===== src/tcc_cfg.svh =====
`ifndef TCC_CFG_SVH
`define TCC_CFG_SVH

// ==========================================================
// Register byte offsets
`define TCC_OFS_CTRL_A 8'h00
`define TCC_OFS_CTRL_B 8'h04
`define TCC_OFS_COUNT 8'h08
`define TCC_OFS_CMP_A 8'h0C
`define TCC_OFS_CMP_B 8'h10
`define TCC_OFS_MASK 8'h14
`define TCC_OFS_FLAG 8'h18
`define TCC_OFS_POWER 8'h1C
`define TCC_OFS_PORT 8'h20

// ==========================================================
// Field positions
`define TCC_COMA_HI 7
`define TCC_COMA_LO 6
`define TCC_COMB_HI 5
`define TCC_COMB_LO 4
`define TCC_FOCA_BIT 7
`define TCC_FOCB_BIT 6
`define TCC_WGM2_BIT 3
`define TCC_OVF_BIT 0
`define TCC_CFA_BIT 1
`define TCC_CFB_BIT 2
`define TCC_PWROFF_BIT 0

// ==========================================================
// Values and reset values
`define TCC_BOTTOM 8'h00
`define TCC_MAX 8'hFF
`define TCC_RST_BYTE 8'h00
`define TCC_RST_PWROFF 1'b0
`define TCC_PRESC_BITS 10

`endif


===== src/tcc_pkg.sv =====
package tcc_pkg;
    typedef enum logic [2:0] {
        TCC_WGM_NORMAL = 3'h0,
        TCC_WGM_PC_MAX = 3'h1,
        TCC_WGM_CTC = 3'h2,
        TCC_WGM_FAST_MAX = 3'h3,
        TCC_WGM_RSV4 = 3'h4,
        TCC_WGM_PC_OCR = 3'h5,
        TCC_WGM_RSV6 = 3'h6,
        TCC_WGM_FAST_OCR = 3'h7
    } tcc_wgm_t;

    typedef enum logic [2:0] {
        TCC_CS_STOP = 3'h0,
        TCC_CS_DIV1 = 3'h1,
        TCC_CS_DIV8 = 3'h2,
        TCC_CS_DIV64 = 3'h3,
        TCC_CS_DIV256 = 3'h4,
        TCC_CS_DIV1024 = 3'h5,
        TCC_CS_EXT_FALL = 3'h6,
        TCC_CS_EXT_RISE = 3'h7
    } tcc_cs_t;

    typedef logic [1:0] tcc_com_t;
endpackage


===== src/tcc_cmp_if.sv =====
`timescale 1ns/1ns
interface tcc_cmp_if;
    import tcc_pkg::*;
    logic [7:0] count;
    logic tick;
    logic blk;
    logic pwm;
    logic fast;
    logic down;
    logic allow_toggle;
    tcc_com_t com;
    logic force_strobe;
    logic wr_en;
    logic [7:0] wr_data;
    logic update;
    logic bottom_ev;
    logic match;
    logic [7:0] active;
    logic [7:0] readback;
    logic latch;

    modport core (
        output count, tick, blk, pwm, fast, down, allow_toggle, com, force_strobe,
        output wr_en, wr_data, update, bottom_ev,
        input match, active, readback, latch
    );
    modport chan (
        input count, tick, blk, pwm, fast, down, allow_toggle, com, force_strobe,
        input wr_en, wr_data, update, bottom_ev,
        output match, active, readback, latch
    );
endinterface


===== src/tcc_clk_sel.sv =====
`timescale 1ns/1ns
`include "tcc_cfg.svh"
module tcc_clk_sel (
    input wire logic pclk,
    input wire logic presetn,
    input wire tcc_pkg::tcc_cs_t clock_select_field,
    input wire logic power_off,
    input wire logic external_count_pin,
    output logic timer_tick_clock
);
    import tcc_pkg::*;

    logic [`TCC_PRESC_BITS-1:0] presc_r;
    logic [2:0] pin_sync_r;
    logic ext_rise_r;
    logic ext_fall_r;
    logic ext_lvl_r;
    logic src_w;

    // ==========================================================
    // Prescaler and pin synchroniser
    // Free-running prescaler: ticks of different taps stay phase-aligned
    always_ff @(posedge pclk or negedge presetn) begin
        if (!presetn) begin
            presc_r <= '0;
            pin_sync_r <= 3'h0;
        end else begin
            presc_r <= presc_r + 1'b1;
            pin_sync_r <= {pin_sync_r[1:0], external_count_pin};
        end
    end

    assign src_w = (clock_select_field == TCC_CS_DIV1) ? 1'b1 :
                   (clock_select_field == TCC_CS_DIV8) ? (presc_r[2:0] == 3'h7) :
                   (clock_select_field == TCC_CS_DIV64) ? (presc_r[5:0] == 6'h3F) :
                   (clock_select_field == TCC_CS_DIV256) ? (presc_r[7:0] == 8'hFF) :
                   (clock_select_field == TCC_CS_DIV1024) ? (&presc_r) :
                   (clock_select_field == TCC_CS_EXT_FALL) ? ext_fall_r :
                   (clock_select_field == TCC_CS_EXT_RISE) ? ext_rise_r : 1'b0;

    // Debounced level follows stage three once stage two agrees
    always_ff @(posedge pclk or negedge presetn) begin
        if (!presetn) begin
            ext_lvl_r <= 1'b0;
            ext_rise_r <= 1'b0;
            ext_fall_r <= 1'b0;
        end else begin
            ext_rise_r <= (pin_sync_r[1] == pin_sync_r[2]) & pin_sync_r[2] & ~ext_lvl_r;
            ext_fall_r <= (pin_sync_r[1] == pin_sync_r[2]) & ~pin_sync_r[2] & ext_lvl_r;
            if (pin_sync_r[1] == pin_sync_r[2]) begin
                ext_lvl_r <= pin_sync_r[2];
            end
        end
    end

    // Stopped when nothing is selected or the module is powered down
    assign timer_tick_clock = src_w & ~power_off;
endmodule


===== src/tcc_cmp_ch.sv =====
`timescale 1ns/1ns
`include "tcc_cfg.svh"
module tcc_cmp_ch (
    input wire logic pclk,
    input wire logic presetn,
    tcc_cmp_if.chan ch
);
    import tcc_pkg::*;

    logic [7:0] buf_r;
    logic [7:0] ocr_r;
    logic oc_r;
    logic oc_nxt;
    logic eq_w;
    logic act_w;

    function automatic logic apply_com(input tcc_com_t com, input logic cur, input logic tgl);
        case (com)
            2'h1: apply_com = tgl ? ~cur : cur;
            2'h2: apply_com = 1'b0;
            2'h3: apply_com = 1'b1;
            default: apply_com = cur;
        endcase
    endfunction

    // ==========================================================
    // Comparator and latch action
    assign eq_w = (ch.count == ocr_r);
    assign ch.match = ch.tick & eq_w & ~ch.blk;
    assign act_w = ch.match | (ch.force_strobe & ~ch.pwm);
    assign ch.active = ocr_r;
    assign ch.readback = ch.pwm ? buf_r : ocr_r;
    assign ch.latch = oc_r;

    // PWM polarity: mode 3 inverts mode 2; phase correct flips on the down slope
    always_comb begin
        oc_nxt = oc_r;
        if (!ch.pwm) begin
            if (act_w) begin
                oc_nxt = apply_com(ch.com, oc_r, 1'b1);
            end
        end else if (ch.com == 2'h1) begin
            if (ch.match && ch.allow_toggle) begin
                oc_nxt = ~oc_r;
            end
        end else if (ch.com[1]) begin
            if (ch.match) begin
                oc_nxt = ch.com[0] ^ (~ch.fast & ch.down);
            end else if (ch.fast && ch.bottom_ev) begin
                oc_nxt = ~ch.com[0];
            end
        end
    end

    always_ff @(posedge pclk or negedge presetn) begin
        if (!presetn) begin
            buf_r <= `TCC_RST_BYTE;
            ocr_r <= `TCC_RST_BYTE;
            oc_r <= 1'b0;
        end else begin
            if (ch.wr_en) begin
                buf_r <= ch.wr_data;
            end
            if (ch.wr_en && !ch.pwm) begin
                ocr_r <= ch.wr_data;
            end else if (ch.pwm && ch.update) begin
                ocr_r <= buf_r;
            end
            oc_r <= oc_nxt;
        end
    end
endmodule


===== src/tcc_top.sv =====
// The address map and the APB interface to the registers are this design's own decisions.
`timescale 1ns/1ns
`include "tcc_cfg.svh"
// Contract
// Eight-bit count and compare registers, shared comparator; each tcc_cmp_ch instance here has its own comparator
// Bottom 0x00, max 0xFF, top per mode
// Clock select zero stops the counter
// Tick from prescaler or external pin edge
// Each tick clears, increments or decrements count
// CPU count write beats clear and count
// Three-bit waveform mode split over two registers
// Equality sets compare flag on that tick
// Flag cleared by interrupt or writing one
// Flags visible; each masked onto own request
// Overflow flag set per waveform mode
// PWM modes double buffer compare values
// CPU reaches buffer or active register accordingly
// Force updates latch only, non-PWM modes
// Count write blocks matches next tick
// Software avoids writing count equal compare
// Software presets latch before enabling pin
// Output mode change acts at once
// Latches survive mode change, reset clears
// Nonzero output mode overrides port data
// Latch reaches pin only when direction output
// Power-off bit set halts the timer
// Mode zero counts up and wraps
// Output mode zero leaves latch alone
module tcc_top (
    input wire logic pclk,
    input wire logic presetn,
    input wire logic psel,
    input wire logic penable,
    input wire logic pwrite,
    input wire logic [7:0] paddr,
    input wire logic [31:0] pwdata,
    output logic [31:0] prdata,
    output logic pready,
    output logic pslverr,
    input wire logic external_count_pin,
    input wire logic [2:0] irq_ack,
    output logic [2:0] irq,
    output logic compare_output_a,
    output logic compare_output_a_oe_n,
    output logic compare_output_b,
    output logic compare_output_b_oe_n
);
    import tcc_pkg::*;

    tcc_cmp_if cha ();
    tcc_cmp_if chb ();

    logic [7:0] control_reg_a_r;
    logic [7:0] control_reg_b_r;
    logic [7:0] count_value_r;
    logic [7:0] count_value_nxt;
    logic [2:0] timer_mask_reg_r;
    logic [2:0] timer_flag_reg_r;
    logic [2:0] timer_flag_reg_nxt;
    logic timer_power_off_bit_r;
    logic [3:0] port_reg_r;
    logic dir_down_r;
    logic dir_down_nxt;
    logic blk_r;
    logic [31:0] prdata_r;
    logic pready_r;
    logic pslverr_r;
    logic [2:0] irq_r;
    logic [1:0] pin_r;
    logic [1:0] pin_oe_n_r;

    // ==========================================================
    // APB decode
    logic setup_w;
    logic wr_w;
    logic mapped_w;
    logic wr_cnt_w;
    logic [31:0] rdata_w;

    assign setup_w = psel & ~penable;
    assign wr_w = psel & penable & pready_r & pwrite;
    assign mapped_w = (paddr[1:0] == 2'h0) && (paddr <= `TCC_OFS_PORT);
    assign wr_cnt_w = wr_w && (paddr == `TCC_OFS_COUNT);

    function automatic logic wr_to(input logic wr, input logic [7:0] a, input logic [7:0] o);
        wr_to = wr && (a == o);
    endfunction

    always_comb begin
        rdata_w = 32'h0000_0000;
        case (paddr)
            `TCC_OFS_CTRL_A: rdata_w[7:0] = control_reg_a_r;
            `TCC_OFS_CTRL_B: rdata_w[7:0] = {2'h0, control_reg_b_r[5:0]};
            `TCC_OFS_COUNT: rdata_w[7:0] = count_value_r;
            `TCC_OFS_CMP_A: rdata_w[7:0] = cha.readback;
            `TCC_OFS_CMP_B: rdata_w[7:0] = chb.readback;
            `TCC_OFS_MASK: rdata_w[2:0] = timer_mask_reg_r;
            `TCC_OFS_FLAG: rdata_w[2:0] = timer_flag_reg_r;
            `TCC_OFS_POWER: rdata_w[0] = timer_power_off_bit_r;
            `TCC_OFS_PORT: rdata_w[3:0] = port_reg_r;
            default: rdata_w = 32'h0000_0000;
        endcase
    end

    // One wait-free access phase: pready rises on the cycle after setup
    always_ff @(posedge pclk or negedge presetn) begin
        if (!presetn) begin
            pready_r <= 1'b0;
            pslverr_r <= 1'b0;
            prdata_r <= 32'h0000_0000;
        end else begin
            pready_r <= setup_w;
            pslverr_r <= setup_w & ~mapped_w;
            if (setup_w) begin
                prdata_r <= rdata_w;
            end
        end
    end

    // ==========================================================
    // Control registers
    tcc_wgm_t wgm_w;
    tcc_cs_t cs_w;
    logic pwm_w;
    logic fast_w;
    logic tick_w;

    assign wgm_w = tcc_wgm_t'({control_reg_b_r[`TCC_WGM2_BIT], control_reg_a_r[1:0]});
    assign cs_w = tcc_cs_t'(control_reg_b_r[2:0]);
    assign pwm_w = control_reg_a_r[0];
    assign fast_w = control_reg_a_r[1];

    always_ff @(posedge pclk or negedge presetn) begin
        if (!presetn) begin
            control_reg_a_r <= `TCC_RST_BYTE;
            control_reg_b_r <= `TCC_RST_BYTE;
            timer_mask_reg_r <= 3'h0;
            timer_power_off_bit_r <= `TCC_RST_PWROFF;
            port_reg_r <= 4'h0;
        end else begin
            if (wr_to(wr_w, paddr, `TCC_OFS_CTRL_A)) begin
                control_reg_a_r <= pwdata[7:0];
            end
            // Force bits are strobes and never stored
            if (wr_to(wr_w, paddr, `TCC_OFS_CTRL_B)) begin
                control_reg_b_r <= {2'h0, pwdata[5:0]};
            end
            if (wr_to(wr_w, paddr, `TCC_OFS_MASK)) begin
                timer_mask_reg_r <= pwdata[2:0];
            end
            if (wr_to(wr_w, paddr, `TCC_OFS_POWER)) begin
                timer_power_off_bit_r <= pwdata[`TCC_PWROFF_BIT];
            end
            if (wr_to(wr_w, paddr, `TCC_OFS_PORT)) begin
                port_reg_r <= pwdata[3:0];
            end
        end
    end

    tcc_clk_sel u_clk_sel (
        .pclk(pclk),
        .presetn(presetn),
        .clock_select_field(cs_w),
        .power_off(timer_power_off_bit_r),
        .external_count_pin(external_count_pin),
        .timer_tick_clock(tick_w)
    );

    // ==========================================================
    // Counter unit
    logic [7:0] top_w;
    logic at_top_w;
    logic at_bot_w;
    logic top_ev_w;
    logic ovf_w;

    assign top_w = (wgm_w == TCC_WGM_CTC || control_reg_b_r[`TCC_WGM2_BIT]) ?
                   cha.active : `TCC_MAX;
    assign at_top_w = (count_value_r == top_w);
    assign at_bot_w = (count_value_r == `TCC_BOTTOM);
    assign top_ev_w = tick_w & pwm_w & at_top_w;
    // Overflow point: wrap from max, top in fast PWM, bottom in phase correct
    assign ovf_w = tick_w & (pwm_w ? (fast_w ? at_top_w : at_bot_w) :
                   ((count_value_r == `TCC_MAX) & ~(cha.match & wgm_w == TCC_WGM_CTC)));

    always_comb begin
        count_value_nxt = count_value_r;
        dir_down_nxt = dir_down_r;
        if (wr_cnt_w) begin
            count_value_nxt = pwdata[7:0];
        end else if (tick_w) begin
            if (wgm_w == TCC_WGM_CTC && cha.match) begin
                count_value_nxt = `TCC_BOTTOM;
            end else if (pwm_w && fast_w && at_top_w) begin
                count_value_nxt = `TCC_BOTTOM;
            end else if (pwm_w && !fast_w) begin
                // Phase correct turns at top and bottom
                if (dir_down_r && at_bot_w) begin
                    dir_down_nxt = 1'b0;
                end else if (!dir_down_r && at_top_w) begin
                    dir_down_nxt = 1'b1;
                end
                count_value_nxt = dir_down_nxt ? count_value_r - 8'h01 : count_value_r + 8'h01;
            end else begin
                count_value_nxt = count_value_r + 8'h01;
            end
        end
        if (!(pwm_w && !fast_w)) begin
            dir_down_nxt = 1'b0;
        end
    end

    always_ff @(posedge pclk or negedge presetn) begin
        if (!presetn) begin
            count_value_r <= `TCC_BOTTOM;
            dir_down_r <= 1'b0;
            blk_r <= 1'b0;
        end else begin
            count_value_r <= count_value_nxt;
            dir_down_r <= dir_down_nxt;
            // Held until the next tick, so a stopped timer still blocks
            blk_r <= wr_cnt_w | (blk_r & ~tick_w);
        end
    end

    // ==========================================================
    // Compare channels
    assign cha.count = count_value_r;
    assign cha.tick = tick_w;
    assign cha.blk = blk_r;
    assign cha.pwm = pwm_w;
    assign cha.fast = fast_w;
    assign cha.down = dir_down_r;
    assign cha.allow_toggle = control_reg_b_r[`TCC_WGM2_BIT];
    assign cha.com = control_reg_a_r[`TCC_COMA_HI:`TCC_COMA_LO];
    assign cha.force_strobe = wr_to(wr_w, paddr, `TCC_OFS_CTRL_B) & pwdata[`TCC_FOCA_BIT];
    assign cha.wr_en = wr_to(wr_w, paddr, `TCC_OFS_CMP_A);
    assign cha.wr_data = pwdata[7:0];
    assign cha.update = top_ev_w & ~fast_w | top_ev_w & fast_w;
    assign cha.bottom_ev = top_ev_w;

    assign chb.count = count_value_r;
    assign chb.tick = tick_w;
    assign chb.blk = blk_r;
    assign chb.pwm = pwm_w;
    assign chb.fast = fast_w;
    assign chb.down = dir_down_r;
    assign chb.allow_toggle = 1'b0;
    assign chb.com = control_reg_a_r[`TCC_COMB_HI:`TCC_COMB_LO];
    assign chb.force_strobe = wr_to(wr_w, paddr, `TCC_OFS_CTRL_B) & pwdata[`TCC_FOCB_BIT];
    assign chb.wr_en = wr_to(wr_w, paddr, `TCC_OFS_CMP_B);
    assign chb.wr_data = pwdata[7:0];
    assign chb.update = top_ev_w;
    assign chb.bottom_ev = top_ev_w;

    tcc_cmp_ch u_ch_a (
        .pclk(pclk),
        .presetn(presetn),
        .ch(cha)
    );

    tcc_cmp_ch u_ch_b (
        .pclk(pclk),
        .presetn(presetn),
        .ch(chb)
    );

    // ==========================================================
    // Flags, requests and pins
    logic [2:0] flag_set_w;
    logic [2:0] flag_clr_w;
    logic [1:0] com_on_w;

    assign flag_set_w = {chb.match, cha.match, ovf_w};
    assign flag_clr_w = irq_ack | ({3{wr_to(wr_w, paddr, `TCC_OFS_FLAG)}} & pwdata[2:0]);
    // Set beats a clear in the same cycle so no event is lost
    assign timer_flag_reg_nxt = (timer_flag_reg_r & ~flag_clr_w) | flag_set_w;
    assign com_on_w = {|chb.com, |cha.com};

    always_ff @(posedge pclk or negedge presetn) begin
        if (!presetn) begin
            timer_flag_reg_r <= 3'h0;
            irq_r <= 3'h0;
            pin_r <= 2'h0;
            pin_oe_n_r <= 2'h3;
        end else begin
            timer_flag_reg_r <= timer_flag_reg_nxt;
            irq_r <= timer_flag_reg_nxt & timer_mask_reg_r;
            pin_r[0] <= com_on_w[0] ? cha.latch : port_reg_r[0];
            pin_r[1] <= com_on_w[1] ? chb.latch : port_reg_r[1];
            pin_oe_n_r <= ~port_reg_r[3:2];
        end
    end

    assign prdata = prdata_r;
    assign pready = pready_r;
    assign pslverr = pslverr_r;
    assign irq = irq_r;
    assign compare_output_a = pin_r[0];
    assign compare_output_b = pin_r[1];
    assign compare_output_a_oe_n = pin_oe_n_r[0];
    assign compare_output_b_oe_n = pin_oe_n_r[1];
endmodule


===== config.mk =====
export PLATFORM = sky130hd
export DESIGN_NAME = tcc_top
export DESIGN_NICKNAME = d
export VERILOG_FILES = /design/src/tcc_pkg.sv /design/src/tcc_cmp_if.sv /design/src/tcc_clk_sel.sv /design/src/tcc_cmp_ch.sv /design/src/tcc_top.sv
export VERILOG_INCLUDE_DIRS = /design/src
export SDC_FILE = /design/constraint.sdc
export NUM_CORES = 1
export LEC_CHECK = 0
export ABC_AREA = 1
export ABC_CLOCK_PERIOD_IN_PS = 1910
export BUFFER_PORTS_ARGS = -buffer_cell sky130_fd_sc_hd__buf_2
export CAP_MARGIN = 5
export CELL_PAD_IN_SITES_DETAIL_PLACEMENT = 1
export CELL_PAD_IN_SITES_GLOBAL_PLACEMENT = 2
export CORE_MARGIN = 1
export CORE_UTILIZATION = 30
export CTS_CLUSTER_DIAMETER = 80
export DETAILED_ROUTE_END_ITERATION = 10
export PLACE_DENSITY = 0.73
export SYNTH_ARGS = -nofsm -noshare
export SYNTH_HDL_FRONTEND = slang
export SYNTH_SLANG_ARGS = --single-unit

===== constraint.sdc =====
create_clock -name pclk -period 1.91 [get_ports pclk]
set_clock_uncertainty 0.2 [all_clocks]
set_input_delay 0.0955 -clock pclk [delete_from_list [all_inputs] [get_ports pclk]]
set_output_delay 0.0955 -clock pclk [all_outputs]
set_load 0.01 [all_outputs]

==> key figures, run 1 <==
Status
  • Outcome: complete, but fails checks
  • Failing checks: setup timing

Clocking
  • Clock Path Buffers: 2
  • CTS buffer count: 9
  • Clock Tree Root: clkbuf_16
  • Reg clk slew, reported paths: 0.08 ns
  • CTS tree: built
  • Htree depth: 3
  • Sink Count: 102
  • Worst-Skew Late Latency: 0.37 ns

Setup path
  • CP top delay family: simple AND/OR/NAND/NOR gates
  • Worst-path maximum fanout: 7
  • CP endpoint kind: flip-flop
  • Required @ worst endpoint: 1.96 ns
  • CP dominant cell by count: nand2_2
  • Critical path cell sequence: ha_2 -> ha_2 -> nand2_1 -> nand2_1 -> nand2_2 -> nand2_2 -> nand2_2 -> nor2_4 -> buf_6 -> buf_6 -> buf_12 -> nand2_8 -> nand2_8 -> o211ai_1 -> o21ai_1
  • Crit-path max cell delay: 0.39 ns
  • WP buf/inv: 3
  • Slowest stage cell, crit path: dfrtp_1
  • Startpoint types: flip-flop
  • Critical path class: flip-flop to flip-flop
  • Worst R2R Setup Slack: -0.32 ns
  • Worst EP arrival: 2.27 ns

Placement
  • Gpl congestion: 0.873
  • Port Buffer Count: 41
  • DP HPWL: 19.6 mm
  • Inst Count DP: 1290

Logic synthesis
  • Gate Count Post-Synth: 846
  • Syn Area/Cell: 7.51 um^2
  • Synth top area share: 39.4%
  • Mapped Area: 6350 um^2
  • Register area share after synthesis: 40.2%
  • FF+latch count, synth: 102
  • Cell variety after synth: 50
  • Yosys warning count: 0
  • Synth area leaders: dfrtp_1 (39%), nand2_1 (14%), o21ai_0 (6.1%)
  • Cell taking the most area after synthesis: dfrtp_1

Drt
  • Met1 WL: 12.1 mm
  • Vias per cell: 4.95
  • Metal2 WL: 11.9 mm
  • Antenna viol nets, final: 0
  • DR WL met3: 1.12 mm
  • Max layer used: met4
  • Routed wire length: 25.9 mm
  • Detailed Routing Iterations Pass 1: 5
  • Violation count after the first detailed-route iteration: 398
  • DR WL/cell: 19.2 um
  • Via Count: 6659
  • Remaining DRCs: 0

Cells and area
  • Most common cell after layout, fill and taps aside: nand2_1
  • Non-Filler Instances: 1344
  • Commonest non-fill, non-tap cells in the layout: nand2_1 (212), buf_4 (153), dfrtp_1 (93), inv_1 (81), o21ai_0 (64)
  • Synth-to-Final Area Change: 44.8%
  • Share of post-route cells with drive strength above 1: 34.9%
  • NumNets Final: 1131
  • Diodes inserted: 0

Timing
  • Final Hold Vio Count: 0
  • Final setup fails: 31
  • Post-Route Hold Slack: 0.00538 ns
  • Final Cycle Share: 117%
  • RSZ-0062 raised after global routing: true
  • Worst slew pin tran: 0.568 ns
  • Setup TNS: -7.13 ns
  • Relative slew slack: 62.1%
  • Setup ws final: -0.316 ns
  • Fmax: 449 MHz
  • Max Slew Vio Count: 0
  • Post-layout min period: 2.23 ns

Power and ir drop
  • Pleak: 4.43 nW
  • Pwr dens: 782 nW/um^2
  • VDD IR max: 444 uV

Floorplanning
  • Die H: 148 um
  • Die span in x: 148 um
  • Die area: 21800 um^2
  • IO Pins: 90
  • Core footprint: 20500 um^2
  • Initial Util: 31.0%
  • Placement row count: 52

Global route
  • Initial antenna violation count: 0
  • Global-route wire length before repair: 39.5 mm
  • Gr usage total: 24.3%
  • Vias in the first global route: 6804
  • Largest net degree at the start of global routing: 41
  • Grt total ovfl: 0

Hold path
  • Hold Path Class: input pin to async pin

Flow run
  • Max-cap violations: 0
## worst register-to-register path: stages, from the launching register on
cell	delay (ns)
dfrtp_1	0.39
ha_2	0.20
ha_2	0.17
nand2_1	0.05
nand2_1	0.06
nand2_2	0.08
nand2_2	0.06
nand2_2	0.08
nor2_4	0.04
buf_6	0.14
buf_6	0.13
buf_12	0.12
nand2_8	0.12
nand2_8	0.08
o211ai_1	0.12
o21ai_1	0.09
## flip-flops by register name, summed over array words and instances, names as in the netlist, 4 cells and up
name and flops:
control_reg_b_r 6, port_reg_r 4, prdata 8, u_ch_b.buf_r 8, u_clk_sel.presc_r 10, u_ch_a.ch.active 8, control_reg_a_r 8, cha.count 8
u_ch_a.buf_r 8, u_ch_b.ch.active 8
## synthesized netlist by cell type (all sizes together)
master	n
o221ai	7
nand3b	1
dfstp	2
clkbuf	10
xnor2	5
xor2	15
o2111ai	1
o21a	1
o32ai	1
a31oi	1
buf	34
nor2	69
o22ai	14
dfrtp	100
o31ai	1
conb	1
nand2	243
a21oi	27
a21boi	2
o21bai	1
nand4	19
or3	1
a221oi	3
nand3	54
a211oi	4
inv	100
ha	13
nor4	4
o21ai	89
clkinv	1
nor3	14
o211ai	8
## layer usage
metal / vias up / GRT usage (%)
met4: 0 / 7.06
met1: 3267 / 33.7
met2: 163 / 39.1
met3: 52 / 3.61
met5: - / 0
li1: 3177 / -
## final timing paths
kind	start	depth (start not counted)	endpoint
max	u_clk_sel.presc_r[0]$_DFF_PN0_	15	u_ch_a.ch.active[2]$_DFFE_PN0P_
min reg2reg	u_clk_sel.pin_sync_r[0]$_DFF_PN0_	0	u_clk_sel.pin_sync_r[1]$_DFF_PN0_
min in group pclk	paddr[6]	4	port_reg_r[3]$_DFFE_PN0P_
max reg2reg	u_clk_sel.presc_r[0]$_DFF_PN0_	15	u_ch_a.ch.active[2]$_DFFE_PN0P_
min	presetn	2	u_clk_sel.presc_r[3]$_DFF_PN0_
max in group asynchronous	presetn	3	pin_oe_n_r[1]$_DFF_PN1_
## through the flow
stage	total power, mW	utilization (%)	cell area, um^2	setup WS [ns]
finish	7.20	44.9	9200	-0.316
global route	7.52	44.9	9200	-0.443
CTS	6.89	43.1	8830	-0.300
detailed placement	4.78	38.6	7910	-0.492
global placement	4.76	38.6	7910	-0.497
floorplan	3.58	-	6470	-0.0976
## layout make-up
class | count | area [um^2]
Inverter | 101 | 402
Multi-Input combinational cell | 623 | 3760
Tap cell | 270 | 338
Sequential cell | 102 | 2560
Fill cell | 2519 | 11300
Clock buffer | 9 | 225
Timing Repair Buffer | 232 | 1850
Clock inverter | 7 | 68.8
## where the power goes
part	switching (mW)	internal (mW)	leakage, nW
combinational	1.60	1.26	2.98
clock	0.966	0.919	0.137
sequential	0.197	2.26	1.31
## what timing repair did
item                       in CTS  in global routing
buffers inserted               11                 10
cloned                          2                  1
gates resized for setup        90                 64
pin swaps                      36                 46
setup endpoints to repair      41                 39
hold endpoints to repair      122                  0
hold buffers                   18                  0
## logic make-up (layout without fill, tap and decap cells)
kind of cell | after synthesis | in the layout | synth area share (%)
xor gates and xnor gates | 20 | 20 | 2.76
buffers and inverters | 145 | 349 | 10.8
other | 1 | 24 | 0.0590
AOI/OAI and AO/OA | 160 | 160 | 14.5
and+or+nand+nor | 405 | 406 | 29.1
DFF | 102 | 102 | 40.2
adders and majority gates | 13 | 13 | 2.56
Note: power is estimated with default switching activity, not from simulation.
==> run 2: changes to the inputs <==
==> constraint.sdc (replaced) <==
create_clock -name pclk -period 1.91 [get_ports pclk]
set_clock_uncertainty 0.2 [all_clocks]
set_input_delay 0.382 -clock pclk [delete_from_list [all_inputs] [get_ports pclk]]
set_output_delay 0.382 -clock pclk [all_outputs]
set_load 0.01 [all_outputs]
==> run 2 against run 1 <==
First-iteration DRC count shrank 8.3%. Global-route usage decreased by 0.073 points. Flip-flop and latch count is the same. Largest power group is now registers. The flow still finishes with violations (setup timing). Fmax down 4.2%. Cell area down 1.3%. Total power decreased by 6.5%. Critical endpoint is now u_ch_a.ch.active[6]$_DFFE_PN0P_.
==> key figures, run 2 (synthesis results as in run 1) <==
Cells and area
  • Commonest non-fill, non-tap cells in the layout: nand2_1 (207), buf_4 (162), dfrtp_1 (91), inv_1 (83), o21ai_0 (57)
  • Max reg flops: 10
  • Most common cell after layout, fill and taps aside: nand2_1
  • Non-Filler Instances: 1336
  • Fillers: 2544
  • Area of the multi-input gates: 3750 um^2
  • Diodes inserted: 0
  • Share of post-route cells with drive strength above 1: 36.0%
  • Sequential cell area: 2570 um^2
  • Largest register by flop count: u_clk_sel.presc_r
  • NumNets Final: 1123
  • Synth-to-Final Area Change: 43.0%

Timing
  • Final Hold Vio Count: 0
  • Final setup fails: 36
  • Max Slew Vio Count: 0
  • Fmax: 430 MHz
  • Setup ws final: -0.414 ns
  • Worst slew pin tran: 0.554 ns
  • Relative slew slack: 63.0%
  • RSZ-0062 raised after global routing: true
  • Final Cycle Share: 122%
  • Post-layout min period: 2.32 ns

Global route
  • Global-route wire length before repair: 39.3 mm
  • Gr usage total: 24.2%
  • Initial antenna violation count: 0
  • Grt total ovfl: 0
  • Largest net degree at the start of global routing: 32
  • Vias in the first global route: 6753

Drt
  • Detailed Routing Iterations Pass 1: 5
  • Routed wire length: 25.5 mm
  • Remaining DRCs: 0
  • Via Count: 6608
  • Antenna viol nets, final: 0
  • Violation count after the first detailed-route iteration: 365
  • DR WL/cell: 19.1 um
  • Vias per cell: 4.95

Floorplanning
  • Initial Util: 31.0%
  • Placement row count: 52
  • Die span in x: 148 um
  • Die area: 21800 um^2
  • IO Pins: 90
  • Core footprint: 20500 um^2
  • Die H: 148 um

Clocking
  • Clock Tree Root: clkbuf_16
  • Htree depth: 3
  • Reg clk slew, reported paths: 0.08 ns
  • CTS buffer count: 9
  • Worst-Skew Late Latency: 0.37 ns
  • CTS tree: built
  • Clock Path Buffers: 2
  • Sink Count: 102

Setup path
  • FF-to-FF Start: u_clk_sel.presc_r[1]$_DFF_PN0_
  • Crit path launch: u_clk_sel.presc_r[1]$_DFF_PN0_
  • Required @ worst endpoint: 1.95 ns
  • Critical path class: flip-flop to flip-flop
  • Worst EP arrival: 2.36 ns
  • Worst-path maximum fanout: 7
  • Startpoint types: flip-flop
  • CP endpoint kind: flip-flop

Placement
  • Inst Count DP: 1294
  • Port Buffer Count: 41
  • Gpl congestion: 0.881
  • DP HPWL: 19.3 mm

Flow run
  • Max-cap violations: 0

Hold path
  • Launch point of the worst hold path: pwdata[4]
  • Hold Path Class: input pin to flip-flop

Status
  • Outcome: complete, but fails checks
  • Failing checks: setup timing

Power and ir drop
  • VDD IR max: 427 uV
  • Pleak: 4.48 nW
  • Pwr dens: 741 nW/um^2
  • Final total power: 6.73 mW
run 2: changes by cell type in the layout (fill, tap and decap cells not counted), moves of 5 or more:
cell           previous run  this run
buf_4                   153       162
dlygate4sd3_1            18         2
nand2_1                 212       207
nand2_4                   4        10
nor2_1                   45        52
nor2_2                   12         7
o21ai_0                  64        57
o21ai_1                  14        20
o21ai_2                   6        11
run 2: cell type report:
type	count	share of cell area (%)
timing repair buffer	224	19.2
clock buffer	10	2.52
clock inverter	6	0.661
sequential	102	28.2
inverter	101	4.42
multi-input combinational	623	41.2
tap	270	3.72
run 2: critical path: stages (launching register included):
cell      delay (ns)
dfrtp_1         0.39
ha_2            0.22
inv_2           0.07
nor2_4          0.04
nand3_1         0.11
nand2_2         0.08
a21oi_2         0.18
nor2_4          0.07
buf_12          0.14
buf_8           0.13
buf_12          0.12
nand2_8         0.13
nand2_8         0.09
o211ai_1        0.10
o21ai_1         0.10
run 2: report_power, final:
group	leakage (nW)	total [mW]	internal, mW	switching, mW
registers	1.31	2.46	2.26	0.194
logic	3.02	2.39	1.02	1.37
clock network	0.143	1.89	0.927	0.961
run 2: layer usage:
| metal | track usage (%) | vias up | share of wire, % |
|---|---|---|---|
| li1 | - | 3162 | - |
| met3 | 3.06 | 29 | 4.2 |
| met4 | 7.37 | 0 | 2.0 |
| met5 | 0 | - | 0 |
| met2 | 39.2 | 139 | 47 |
| met1 | 33.6 | 3278 | 46 |
run 2: final timing paths:
kind | end | slack, ns | cells after the start
setup / recovery | u_ch_a.ch.active[6]$_DFFE_PN0P_ | -0.41 | 14
hold / removal | control_reg_b_r[4]$_DFFE_PN0P_ | 0.05 | 3
setup reg to reg | u_ch_a.ch.active[6]$_DFFE_PN0P_ | -0.41 | 14
hold reg to reg | u_clk_sel.pin_sync_r[1]$_DFF_PN0_ | 0.16 | 0
max in group asynchronous | u_ch_a.ch.active[6]$_DFFE_PN0P_ | 0.60 | 3
min in group asynchronous | pin_r[0]$_DFF_PN0_ | 0.32 | 2
run 2: through the flow:
| step | instance area, um^2 | setup TNS, ns | hold slack [ns] | setup slack [ns] | utilization [%] |
|---|---|---|---|---|---|
| 3_5_place_dp | 7980 | -14.76 | 0.150 | -0.526 | 39.0 |
| 5_1_grt | 9090 | -14.29 | 0.0930 | -0.526 | 44.3 |
| 4_1_cts | 8680 | -7.67 | 0.0598 | -0.311 | 42.4 |
| 2_1_floorplan | 6500 | -1.02 | -0.114 | -0.0976 | - |
| 3_3_place_gp | 7980 | -13.15 | 0.133 | -0.534 | 39.0 |
| 6_report | 9090 | -9.02 | 0.0541 | -0.414 | 44.3 |
run 2: repair_timing:
| item | in CTS | in global routing |
|---|---|---|
| resized for setup | 62 | 97 |
| buffers inserted | 15 | 10 |
| endpoints found under the setup margin | 39 | 41 |
| pin swaps | 25 | 39 |
| hold endpoints to repair | 26 | 0 |
| gates cloned | 2 | 0 |
| hold buffers | 2 | 0 |
